==> src/ttc_pkg.sv <==
package ttc_pkg;

  // Register byte addresses
  localparam logic [7:0] TTC_ADDR_MODE  = 8'h00;
  localparam logic [7:0] TTC_ADDR_CTRL  = 8'h04;
  localparam logic [7:0] TTC_ADDR_CLKC  = 8'h08;
  localparam logic [7:0] TTC_ADDR_CNT0  = 8'h0c;
  localparam logic [7:0] TTC_ADDR_CNT1  = 8'h10;
  localparam logic [7:0] TTC_ADDR_CTL2  = 8'h14;
  localparam logic [7:0] TTC_ADDR_MOD2  = 8'h18;
  localparam logic [7:0] TTC_ADDR_CNT2  = 8'h1c;
  localparam logic [7:0] TTC_ADDR_CAP   = 8'h20;

  // Counter mode register fields
  localparam int TTC_MODE0_LSB = 0;
  localparam int TTC_FUNC0     = 2;
  localparam int TTC_GATE0     = 3;
  localparam int TTC_MODE1_LSB = 4;
  localparam int TTC_FUNC1     = 6;
  localparam int TTC_GATE1     = 7;

  // Counter control register fields
  localparam int TTC_RUN0 = 0;
  localparam int TTC_RUN1 = 1;
  localparam int TTC_OVF0 = 2;
  localparam int TTC_OVF1 = 3;

  // Clock control register fields
  localparam int TTC_TURBO0 = 0;
  localparam int TTC_TURBO1 = 1;
  localparam int TTC_TURBO2 = 2;

  // Third counter control and mode fields
  localparam int TTC_CPRL  = 0;
  localparam int TTC_FUNC2 = 1;
  localparam int TTC_RUN2  = 2;
  localparam int TTC_EXEN  = 3;
  localparam int TTC_OVF2  = 4;
  localparam int TTC_EXF   = 5;
  localparam int TTC_DIRECTION_ENABLE_BIT  = 0;
  localparam int TTC_ACLR  = 3;

  // Bits stored as written; flags are handled apart
  localparam logic [7:0] TTC_CTRL_RW = 8'h03;
  localparam logic [7:0] TTC_CLKC_RW = 8'h07;
  localparam logic [7:0] TTC_CTL2_RW = 8'h0f;
  localparam logic [7:0] TTC_MOD2_RW = 8'h09;

  // Operating modes of the first two counters
  localparam logic [1:0] TTC_M13   = 2'h0;
  localparam logic [1:0] TTC_M16   = 2'h1;
  localparam logic [1:0] TTC_M8R   = 2'h2;
  localparam logic [1:0] TTC_MSPLT = 2'h3;

  // Last machine cycle of the divide-by-three prescale
  localparam logic [1:0] TTC_MC_LAST = 2'h2;

  typedef enum logic [3:0] {
    TTC_C1 = 4'h1,
    TTC_C2 = 4'h2,
    TTC_C3 = 4'h4,
    TTC_C4 = 4'h8
  } ttc_phase_t;

  typedef struct packed {
    ttc_phase_t  phase;
    logic [1:0]  mc;
    logic [5:0]  sync1;
    logic [5:0]  sync2;
    logic [3:0]  samp;
    logic [3:0]  edge_seen;
    logic [7:0]  mode;
    logic [7:0]  ctrl;
    logic [7:0]  clkc;
    logic [7:0]  ctl2;
    logic [7:0]  mod2;
    logic [15:0] cnt0;
    logic [15:0] cnt1;
    logic [15:0] cnt2;
    logic [15:0] cap;
    logic        req2;
    logic        pready;
    logic        pslverr;
    logic [31:0] prdata;
  } ttc_state_t;

  localparam ttc_state_t TTC_STATE_RESET = '{phase: TTC_C1, default: '0};

endpackage

==> src/ttc_top.sv <==
`timescale 1ns/1ns
// Contract
// Timers tick at clock/12, or clock/4 turbo
// Count pins sampled at C4, high-low is edge
// Count updates at C3 of next cycle
// Mode bits pick function and mode
// Mode 0 is 13-bit, low 5 bits
// Mode 0 low carry bumps high, wrap flags
// Count needs run and gate or pin high
// Mode 1 full 16-bit, wrap sets flag
// Mode 2 low reloads from high, flag
// Second counter frozen in mode 3
// First mode 3 splits into two bytes
// Second counter loses run and flag then
// Third counter pin or divided clock, run
// Capture mode counts up, wrap flags
// Trigger edge captures count, sets flag
// Auto-clear resets count after capture
// Up reload mode reloads on wrap
// Trigger edge forces reload, sets flag
// Up/down mode follows trigger pin level
// Trigger low counts down
// Up/down reloads both ways, flag set
// Up/down reload toggles flag, no request
module ttc_top
  import ttc_pkg::*;
(
  input  wire logic        clock_in,
  input  wire logic        reset_in,
  input  wire logic        psel_in,
  input  wire logic        penable_in,
  input  wire logic        pwrite_in,
  input  wire logic [7:0]  paddr_in,
  input  wire logic [31:0] pwdata_in,
  output logic      [31:0] prdata_out,
  output logic             pready_out,
  output logic             pslverr_out,
  input  wire logic        first_count_input_pin_in,
  input  wire logic        second_count_input_pin_in,
  input  wire logic        third_count_input_pin_in,
  input  wire logic        trigger_input_pin_in,
  input  wire logic        first_interrupt_pin_in,
  input  wire logic        second_interrupt_pin_in,
  output logic             first_overflow_flag_out,
  output logic             second_overflow_flag_out,
  output logic             third_overflow_flag_out,
  output logic             external_event_flag_out,
  output logic             third_request_out
);

  ttc_state_t  s;
  ttc_state_t  n;
  logic        upd;
  logic        slow;
  logic        wr;
  logic [1:0]  m0;
  logic [1:0]  m1;
  logic        en0;
  logic        en1;
  logic        tick0;
  logic        tick1;
  logic        tick2;
  logic        trig;
  logic        updn;
  logic [16:0] st0;
  logic [16:0] st1;
  logic        set0;
  logic        set1;
  logic        set2;
  logic        setx;
  logic        togx;
  logic        clr0;
  logic        clr1;
  logic        clr2;
  logic        clrx;

  // One increment of a first or second counter; bit 16 is overflow
  function automatic logic [16:0] ttc_step(input logic [1:0] m, input logic [15:0] v);
    logic [7:0] lo;
    logic [7:0] hi;
    lo = v[7:0];
    hi = v[15:8];
    case (m)
      TTC_M13: begin
        if (lo[4:0] == 5'h1f) begin
          ttc_step = {hi == 8'hff, hi + 8'h01, lo[7:5], 5'h00};
        end else begin
          ttc_step = {1'b0, hi, lo[7:5], lo[4:0] + 5'h01};
        end
      end
      TTC_M16: ttc_step = {v == 16'hffff, v + 16'h0001};
      TTC_M8R: begin
        if (lo == 8'hff) begin
          ttc_step = {1'b1, hi, hi};
        end else begin
          ttc_step = {1'b0, hi, lo + 8'h01};
        end
      end
      default: ttc_step = {lo == 8'hff, hi, lo + 8'h01};
    endcase
  endfunction

  assign m0 = s.mode[TTC_MODE0_LSB +: 2];
  assign m1 = s.mode[TTC_MODE1_LSB +: 2];

  always_comb begin
    n     = s;
    upd   = 1'b0;
    slow  = 1'b0;
    wr    = 1'b0;
    en0   = 1'b0;
    en1   = 1'b0;
    tick0 = 1'b0;
    tick1 = 1'b0;
    tick2 = 1'b0;
    trig  = 1'b0;
    updn  = 1'b0;
    st0   = {1'b0, s.cnt0};
    st1   = {1'b0, s.cnt1};
    set0  = 1'b0;
    set1  = 1'b0;
    set2  = 1'b0;
    setx  = 1'b0;
    togx  = 1'b0;

    // Pins pass two flops before anything reads them
    n.sync1 = {second_interrupt_pin_in, first_interrupt_pin_in, trigger_input_pin_in,
               third_count_input_pin_in, second_count_input_pin_in,
               first_count_input_pin_in};
    n.sync2 = s.sync1;

    // Machine cycle of four phases
    unique case (s.phase)
      TTC_C1: n.phase = TTC_C2;
      TTC_C2: n.phase = TTC_C3;
      TTC_C3: n.phase = TTC_C4;
      TTC_C4: n.phase = TTC_C1;
    endcase

    if (s.phase == TTC_C4) begin
      n.samp      = s.sync2[3:0];
      n.edge_seen = s.samp & ~s.sync2[3:0];
      n.mc        = (s.mc == TTC_MC_LAST) ? 2'h0 : s.mc + 2'h1;
    end

    // Edges caught at C4 act at the next C3, so they cost one machine cycle
    upd  = (s.phase == TTC_C3);
    slow = (s.mc == TTC_MC_LAST);

    // First counter
    tick0 = upd & (s.mode[TTC_FUNC0] ? s.edge_seen[0]
                                      : (s.clkc[TTC_TURBO0] | slow));
    en0   = s.ctrl[TTC_RUN0] & (~s.mode[TTC_GATE0] | s.sync2[4]);
    if (tick0 & en0) begin
      st0    = ttc_step(m0, s.cnt0);
      n.cnt0 = st0[15:0];
      set0   = st0[16];
    end
    // Split mode high byte is a plain timer run by the second run bit
    if (m0 == TTC_MSPLT && upd && (s.clkc[TTC_TURBO0] | slow) && s.ctrl[TTC_RUN1]) begin
      n.cnt0[15:8] = s.cnt0[15:8] + 8'h01;
      set1         = (s.cnt0[15:8] == 8'hff);
    end

    // Second counter
    tick1 = upd & (s.mode[TTC_FUNC1] ? s.edge_seen[1]
                                      : (s.clkc[TTC_TURBO1] | slow));
    en1   = ((m0 == TTC_MSPLT) | s.ctrl[TTC_RUN1])
            & (~s.mode[TTC_GATE1] | s.sync2[5]);
    if (tick1 & en1 & (m1 != TTC_MSPLT)) begin
      st1    = ttc_step(m1, s.cnt1);
      n.cnt1 = st1[15:0];
      set1   = set1 | (st1[16] & (m0 != TTC_MSPLT));
    end

    // Third counter
    tick2 = upd & s.ctl2[TTC_RUN2]
            & (s.ctl2[TTC_FUNC2] ? s.edge_seen[2]
                                 : (s.clkc[TTC_TURBO2] | slow));
    trig  = upd & s.edge_seen[3] & s.ctl2[TTC_EXEN];
    updn  = ~s.ctl2[TTC_CPRL] & s.mod2[TTC_DIRECTION_ENABLE_BIT];
    if (s.ctl2[TTC_CPRL]) begin
      if (tick2) begin
        n.cnt2 = s.cnt2 + 16'h0001;
        set2   = (s.cnt2 == 16'hffff);
      end
      if (trig) begin
        n.cap = s.cnt2;
        setx  = 1'b1;
        if (s.mod2[TTC_ACLR]) begin
          n.cnt2 = 16'h0000;
        end
      end
    end else if (!updn) begin
      if (tick2) begin
        if (s.cnt2 == 16'hffff) begin
          n.cnt2 = s.cap;
          set2   = 1'b1;
        end else begin
          n.cnt2 = s.cnt2 + 16'h0001;
        end
      end
      if (trig) begin
        n.cnt2 = s.cap;
        setx   = 1'b1;
      end
    end else if (tick2) begin
      if (s.sync2[3]) begin
        if (s.cnt2 == 16'hffff) begin
          n.cnt2 = s.cap;
          set2   = 1'b1;
          togx   = 1'b1;
        end else begin
          n.cnt2 = s.cnt2 + 16'h0001;
        end
      end else begin
        if (s.cnt2 == s.cap) begin
          n.cnt2 = 16'hffff;
          set2   = 1'b1;
          togx   = 1'b1;
        end else begin
          n.cnt2 = s.cnt2 - 16'h0001;
        end
      end
    end

    // APB slave: one wait state, then the access completes
    n.pready = psel_in & penable_in & ~s.pready;
    wr       = psel_in & penable_in & s.pready & pwrite_in;
    if (psel_in & penable_in & ~s.pready) begin
      n.pslverr = 1'b0;
      case (paddr_in)
        TTC_ADDR_MODE: n.prdata = {24'h000000, s.mode};
        TTC_ADDR_CTRL: n.prdata = {24'h000000, s.ctrl};
        TTC_ADDR_CLKC: n.prdata = {24'h000000, s.clkc};
        TTC_ADDR_CNT0: n.prdata = {16'h0000, s.cnt0};
        TTC_ADDR_CNT1: n.prdata = {16'h0000, s.cnt1};
        TTC_ADDR_CTL2: n.prdata = {24'h000000, s.ctl2};
        TTC_ADDR_MOD2: n.prdata = {24'h000000, s.mod2};
        TTC_ADDR_CNT2: n.prdata = {16'h0000, s.cnt2};
        TTC_ADDR_CAP:  n.prdata = {16'h0000, s.cap};
        default: begin
          n.prdata  = 32'h00000000;
          n.pslverr = 1'b1;
        end
      endcase
    end else begin
      n.prdata  = 32'h00000000;
      n.pslverr = 1'b0;
    end

    // Software writes win over counting in the same cycle
    if (wr) begin
      case (paddr_in)
        TTC_ADDR_MODE: n.mode = pwdata_in[7:0];
        TTC_ADDR_CTRL: n.ctrl = pwdata_in[7:0] & TTC_CTRL_RW;
        TTC_ADDR_CLKC: n.clkc = pwdata_in[7:0] & TTC_CLKC_RW;
        TTC_ADDR_CNT0: n.cnt0 = pwdata_in[15:0];
        TTC_ADDR_CNT1: n.cnt1 = pwdata_in[15:0];
        TTC_ADDR_CTL2: n.ctl2 = pwdata_in[7:0] & TTC_CTL2_RW;
        TTC_ADDR_MOD2: n.mod2 = pwdata_in[7:0] & TTC_MOD2_RW;
        TTC_ADDR_CNT2: n.cnt2 = pwdata_in[15:0];
        TTC_ADDR_CAP:  n.cap  = pwdata_in[15:0];
        default: n.mode = s.mode;
      endcase
    end

    // Flags clear on a written one; a hardware set in that cycle wins
    clr0 = wr & (paddr_in == TTC_ADDR_CTRL) & pwdata_in[TTC_OVF0];
    clr1 = wr & (paddr_in == TTC_ADDR_CTRL) & pwdata_in[TTC_OVF1];
    clr2 = wr & (paddr_in == TTC_ADDR_CTL2) & pwdata_in[TTC_OVF2];
    clrx = wr & (paddr_in == TTC_ADDR_CTL2) & pwdata_in[TTC_EXF];
    n.ctrl[TTC_OVF0] = (s.ctrl[TTC_OVF0] & ~clr0) | set0;
    n.ctrl[TTC_OVF1] = (s.ctrl[TTC_OVF1] & ~clr1) | set1;
    n.ctl2[TTC_OVF2] = (s.ctl2[TTC_OVF2] & ~clr2) | set2;
    n.ctl2[TTC_EXF]  = ((s.ctl2[TTC_EXF] & ~clrx) | setx) ^ togx;

    // Request for the third counter; external flag is muted in up/down mode
    n.req2 = n.ctl2[TTC_OVF2]
             | (n.ctl2[TTC_EXF] & ~(~n.ctl2[TTC_CPRL] & n.mod2[TTC_DIRECTION_ENABLE_BIT]));
  end

  always_ff @(posedge clock_in or posedge reset_in) begin
    if (reset_in) begin
      s <= TTC_STATE_RESET;
    end else begin
      s <= n;
    end
  end

  assign prdata_out               = s.prdata;
  assign pready_out               = s.pready;
  assign pslverr_out              = s.pslverr;
  assign first_overflow_flag_out  = s.ctrl[TTC_OVF0];
  assign second_overflow_flag_out = s.ctrl[TTC_OVF1];
  assign third_overflow_flag_out  = s.ctl2[TTC_OVF2];
  assign external_event_flag_out  = s.ctl2[TTC_EXF];
  assign third_request_out        = s.req2;

endmodule

==> config.mk <==
export PLATFORM = sky130hd
export DESIGN_NAME = ttc_top
export DESIGN_NICKNAME = d
export VERILOG_FILES = /design/src/ttc_pkg.sv /design/src/ttc_top.sv
export SDC_FILE = /design/constraint.sdc
export NUM_CORES = 1
export LEC_CHECK = 0
export BUFFER_PORTS_ARGS = -buffer_cell sky130_fd_sc_hd__buf_2
export CAP_MARGIN = 40
export CORE_AREA = 4 4 167 137
export CTS_BUF_LIST = sky130_fd_sc_hd__clkbuf_4 sky130_fd_sc_hd__clkbuf_8
export CTS_CLUSTER_DIAMETER = 150
export DETAILED_ROUTE_END_ITERATION = 10
export DIE_AREA = 0 0 171 141
export SLEW_MARGIN = 20
export SYNTH_ARGS = -nofsm -noshare
export SYNTH_HDL_FRONTEND = slang
export SYNTH_SLANG_ARGS = --single-unit
==> constraint.sdc <==
create_clock -name clock_in -period 5.1 [get_ports clock_in]
set_clock_uncertainty 0.15 [all_clocks]
set_input_delay 0.51 -clock clock_in [delete_from_list [all_inputs] [get_ports clock_in]]
set_output_delay 0.51 -clock clock_in [all_outputs]
set_load 0.02 [all_outputs]
==> parameters.txt <==
Parameter                              Value

STA
  Summed negative setup slack over all endpoints ... 0 ns
  Period Utilization, post-route ... 67.00%
  Relative slew slack ... 45.02%
  Final hold violation count ... 0
  Transition time of the tightest slew-check pin ... 0.8172 ns
  Hold WS ... 0.1343 ns
  Clock period minus worst slack ... 3.417 ns
  Fin. max-slew vios ... 0
  Final setup violation count ... 0
  Setup repair after global routing missed its margin ... no
  Timing-limited maximum frequency ... 0.2927 GHz
  Setup ws final ... 1.683 ns

Clocking
  Later-pin clock latency in the skew report ... 0.48 ns
  Post-CTS Setup Bufs ... 0
  Buffers from clock root to sink, at most ... 2
  Hold-fix buffers at CTS ... 7
  Number of levels in the clock H-tree ... 4
  Number of clock buffers inserted by TritonCTS ... 17
  Buffer cell driving the clock tree root ... sky130_fd_sc_hd__clkbuf_8
  Resize count post-CTS ... 0
  Register clock-pin slew on the reported worst setup and hold paths ... 0.09 ns
  TritonCTS clock tree ... done
  Total number of clock tree sinks ... 132

Pwr
  Relative contribution of sequential cells to total power ... 49.0%
  PwrDens ... 222.5 nW/µm²
  Clock group share of total power ... 39.2%
  Leakage power figure ... 0.004251 µW
  Cell-internal power ... 1536 µW
  Net switching component of the power ... 738.7 µW
  VDD IR max ... 0.0001322 V
  Combinational Power Share ... 11.7%
  Sw Share ... 32.48%

Global routing
  Overflow left after global routing ... 0
  Wire length of the first global-routing pass ... 52.26 mm
  Via count of the first global-routing pass ... 8552
  Antenna violations before repair ... 0
  Pin count of the biggest net entering global routing ... 59
  Global-route usage over all layers ... 28.11%

Yosys
  Ranking of synthesized cells by area ... sky130_fd_sc_hd__dfrtp_1 (35%), sky130_fd_sc_hd__a21oi_1 (5.5%), sky130_fd_sc_hd__nand2_1 (5.1%)
  Async set-or-reset flop fraction in the synthesized netlist ... 100.0%
  Per-instance average area after synthesis ... 8.054 µm²
  Area fraction in compound gates after synthesis ... 23.75%
  Flop and latch count out of synthesis ... 132
  Share of synthesized cell area in and, or, nand and nor gates ... 22.96%
  Count of flip-flops with a built-in enable after synthesis ... 0
  Main combinational cell family by area after synthesis ... compound AO/OA/AOI/OAI gates
  Most frequent cells after synthesis ... sky130_fd_sc_hd__dfrtp_1 (131), sky130_fd_sc_hd__nand2_1 (128), sky130_fd_sc_hd__a21oi_1 (103)
  Top-area cell type share of the netlist area ... 34.73%
  Proportion of synthesized area in mux cells ... 5.143%
  Cell taking the most area after synthesis ... sky130_fd_sc_hd__dfrtp_1
  Most common cell in the netlist ... sky130_fd_sc_hd__dfrtp_1
  Synthesis Warnings ... 0
  Unique masters post-synth ... 71
  Xor and xnor area share after synthesis ... 4.547%
  Most used flip-flop cell after synthesis ... sky130_fd_sc_hd__dfrtp_1
  Adder-cell share of the synthesized area ... 1.060%
  Summed instance area of the synthesized netlist ... 9439 µm²
  Syn Inst Count ... 1172
  Proportion of synthesized chip area in sequential cells ... 35.01%

Critical path
  Crit path arrival time ... 3.63 ns
  Worst setup path startpoint ... s[54]
  RR Startpoint ... s[54]
  Critical path endpoint category ... flop
  Crit path required time ... 5.31 ns
  Kind of critical path ... reg2reg
  Startpoint class of the critical path ... flop
  Slack of the worst reg-to-reg path ... 1.68 ns
  CP Max Fanout ... 18

Min path
  Beginning of the worst hold path ... penable_in
  Worst Hold Class ... in2reg

Die
  Number of standard-cell rows in the floorplan ... 48
  Std-Cell Core Area ... 21260 µm²
  Die boundary width ... 171 µm
  Die area ... 24110 µm²
  Die Span Y ... 141 µm
  Starting utilization of the core area ... 44.40%
  Number of I/O pins ... 90

Place
  Pre-CTS worst setup slack ... 1.839 ns
  Number of port buffers ... 57
  Final HPWL DP ... 23.97 mm
  GPL Wtd Cong ... 0.9783
  Total cell area at the placement stage ... 9756 µm²
  Number of placed cells counting well taps ... 1419

Routing
  First DRT Iteration DRCs ... 1136
  Detailed-router iteration count before antenna repair ... 7
  Routed wirelength normalized by instance count ... 23.16 µm
  Drt total wl ... 33.79 mm
  DRC viols ... 0
  Vias per cell ... 6.414
  Number of nets still failing antenna checks after routing ... 0
  Via count of the routed design ... 9358

Cells and area
  Final instance area ... 10220 µm²
  Net count of the finished layout ... 1230
  Area added between synthesis and finish ... 8.298%
  Fraction of final layout cells sized beyond drive strength 1 ... 13.34%
  Diode insertion count for antenna repair ... 0
  Final std cells w/o fill ... 1459
  Number of fillers in the final layout ... 2104

Run status
  Status ... completed

Flow run
  Max-cap violation count ... 0
[flip-flops by register name, summed over array words and instances, names as in the netlist]
name                      count
external_event_flag_out       1
m1                            2
prdata_out                   16
first_overflow_flag_out       1
pslverr_out                   1
s                            99
second_overflow_flag_out      1
n                             6
m0                            2
third_overflow_flag_out       1
pready_out                    1
third_request_out             1
[power by group through the flow]
stage / Combinational (µW) / Sequential [µW] / Clock (µW)
2_1_floorplan: 200 / 1100 / 0
3_3_place_gp: 252 / 1130 / 0
3_5_place_dp: 258 / 1130 / 0
4_1_cts: 263 / 1110 / 904
5_1_grt: 294 / 1120 / 951
6_report: 267 / 1120 / 892
[layout by cell type (no fill, tap or decap), types with 9 or more instances in the layout]
cell type                    n
sky130_fd_sc_hd__and3_1     21
sky130_fd_sc_hd__mux2i_1    26
sky130_fd_sc_hd__buf_4      22
sky130_fd_sc_hd__conb_1     16
sky130_fd_sc_hd__clkbuf_8   18
sky130_fd_sc_hd__a22oi_1    40
sky130_fd_sc_hd__buf_2      57
sky130_fd_sc_hd__nand4_1    11
sky130_fd_sc_hd__and2_1     11
sky130_fd_sc_hd__o21ai_0    74
sky130_fd_sc_hd__dfrtp_1   131
sky130_fd_sc_hd__nor3_1     40
sky130_fd_sc_hd__o22ai_1     9
sky130_fd_sc_hd__a31oi_1    22
sky130_fd_sc_hd__a21oi_1   103
sky130_fd_sc_hd__or3_1      14
sky130_fd_sc_hd__inv_1      21
sky130_fd_sc_hd__xor2_1     27
sky130_fd_sc_hd__xnor2_1    22
sky130_fd_sc_hd__nor2_1     95
sky130_fd_sc_hd__nand3_1    45
sky130_fd_sc_hd__o31ai_1    12
sky130_fd_sc_hd__nand2_1   128
sky130_fd_sc_hd__nor4_1     19
sky130_fd_sc_hd__nand2b_1   10
sky130_fd_sc_hd__mux2_2     20
[final cells by class]
class	count	area (µm²)	share of cell area, %
clock buffer	18	247.7	2.424
clock inverter	14	133.9	1.310
inverter	23	91.34	0.8935
multi-input combinational	906	5493	53.73
sequential	132	3304	32.33
tap	275	344.1	3.366
timing repair buffer	91	608.1	5.949
[worst paths after layout]
| check | to | depth (start not counted) |
|---|---|---|
| setup / recovery | s[54] | 7 |
| hold / removal | pslverr_out | 3 |
| setup reg to reg | s[54] | 7 |
| hold reg to reg | s[147] | 0 |
| max in group asynchronous | s[47] | 4 |
| min in group asynchronous | s[92] | 3 |
[metal layers]
metal | global-route usage [%] | wire length [µm] | up-vias
met5 | 0 | 0 | -
met4 | 7.211 | 718 | 0
met3 | 5.411 | 3508 | 64
met2 | 39.98 | 14090 | 544
met1 | 43.58 | 15480 | 4511
li1 | - | - | 4239
[metrics by stage]
stage	total power, µW	util (%)
2_1_floorplan	1301	-
3_3_place_gp	1385	45.44
3_5_place_dp	1391	45.89
4_1_cts	2280	48.01
5_1_grt	2363	48.08
6_report	2275	48.08
[critical path, cell delays in order (launching register included)]
cell and delay, ns:
sky130_fd_sc_hd__dfrtp_1 0.82, sky130_fd_sc_hd__nand3_1 0.36, sky130_fd_sc_hd__nor4_2 0.57, sky130_fd_sc_hd__nand2_1 0.57
sky130_fd_sc_hd__mux2i_1 0.29, sky130_fd_sc_hd__a221oi_1 0.10, sky130_fd_sc_hd__a211o_1 0.28, sky130_fd_sc_hd__a21o_1 0.16
[logic make-up after synthesis]
logic type / count (synthesis)
other: 1
AO/OA/AOI/OAI: 351
adder cells (fa/ha/maj): 8
XOR/XNOR: 49
buffers and inverters: 149
AND/OR/NAND/NOR: 436
flip-flops: 132
multiplexers: 46
Power figures use the tool's default switching activity.
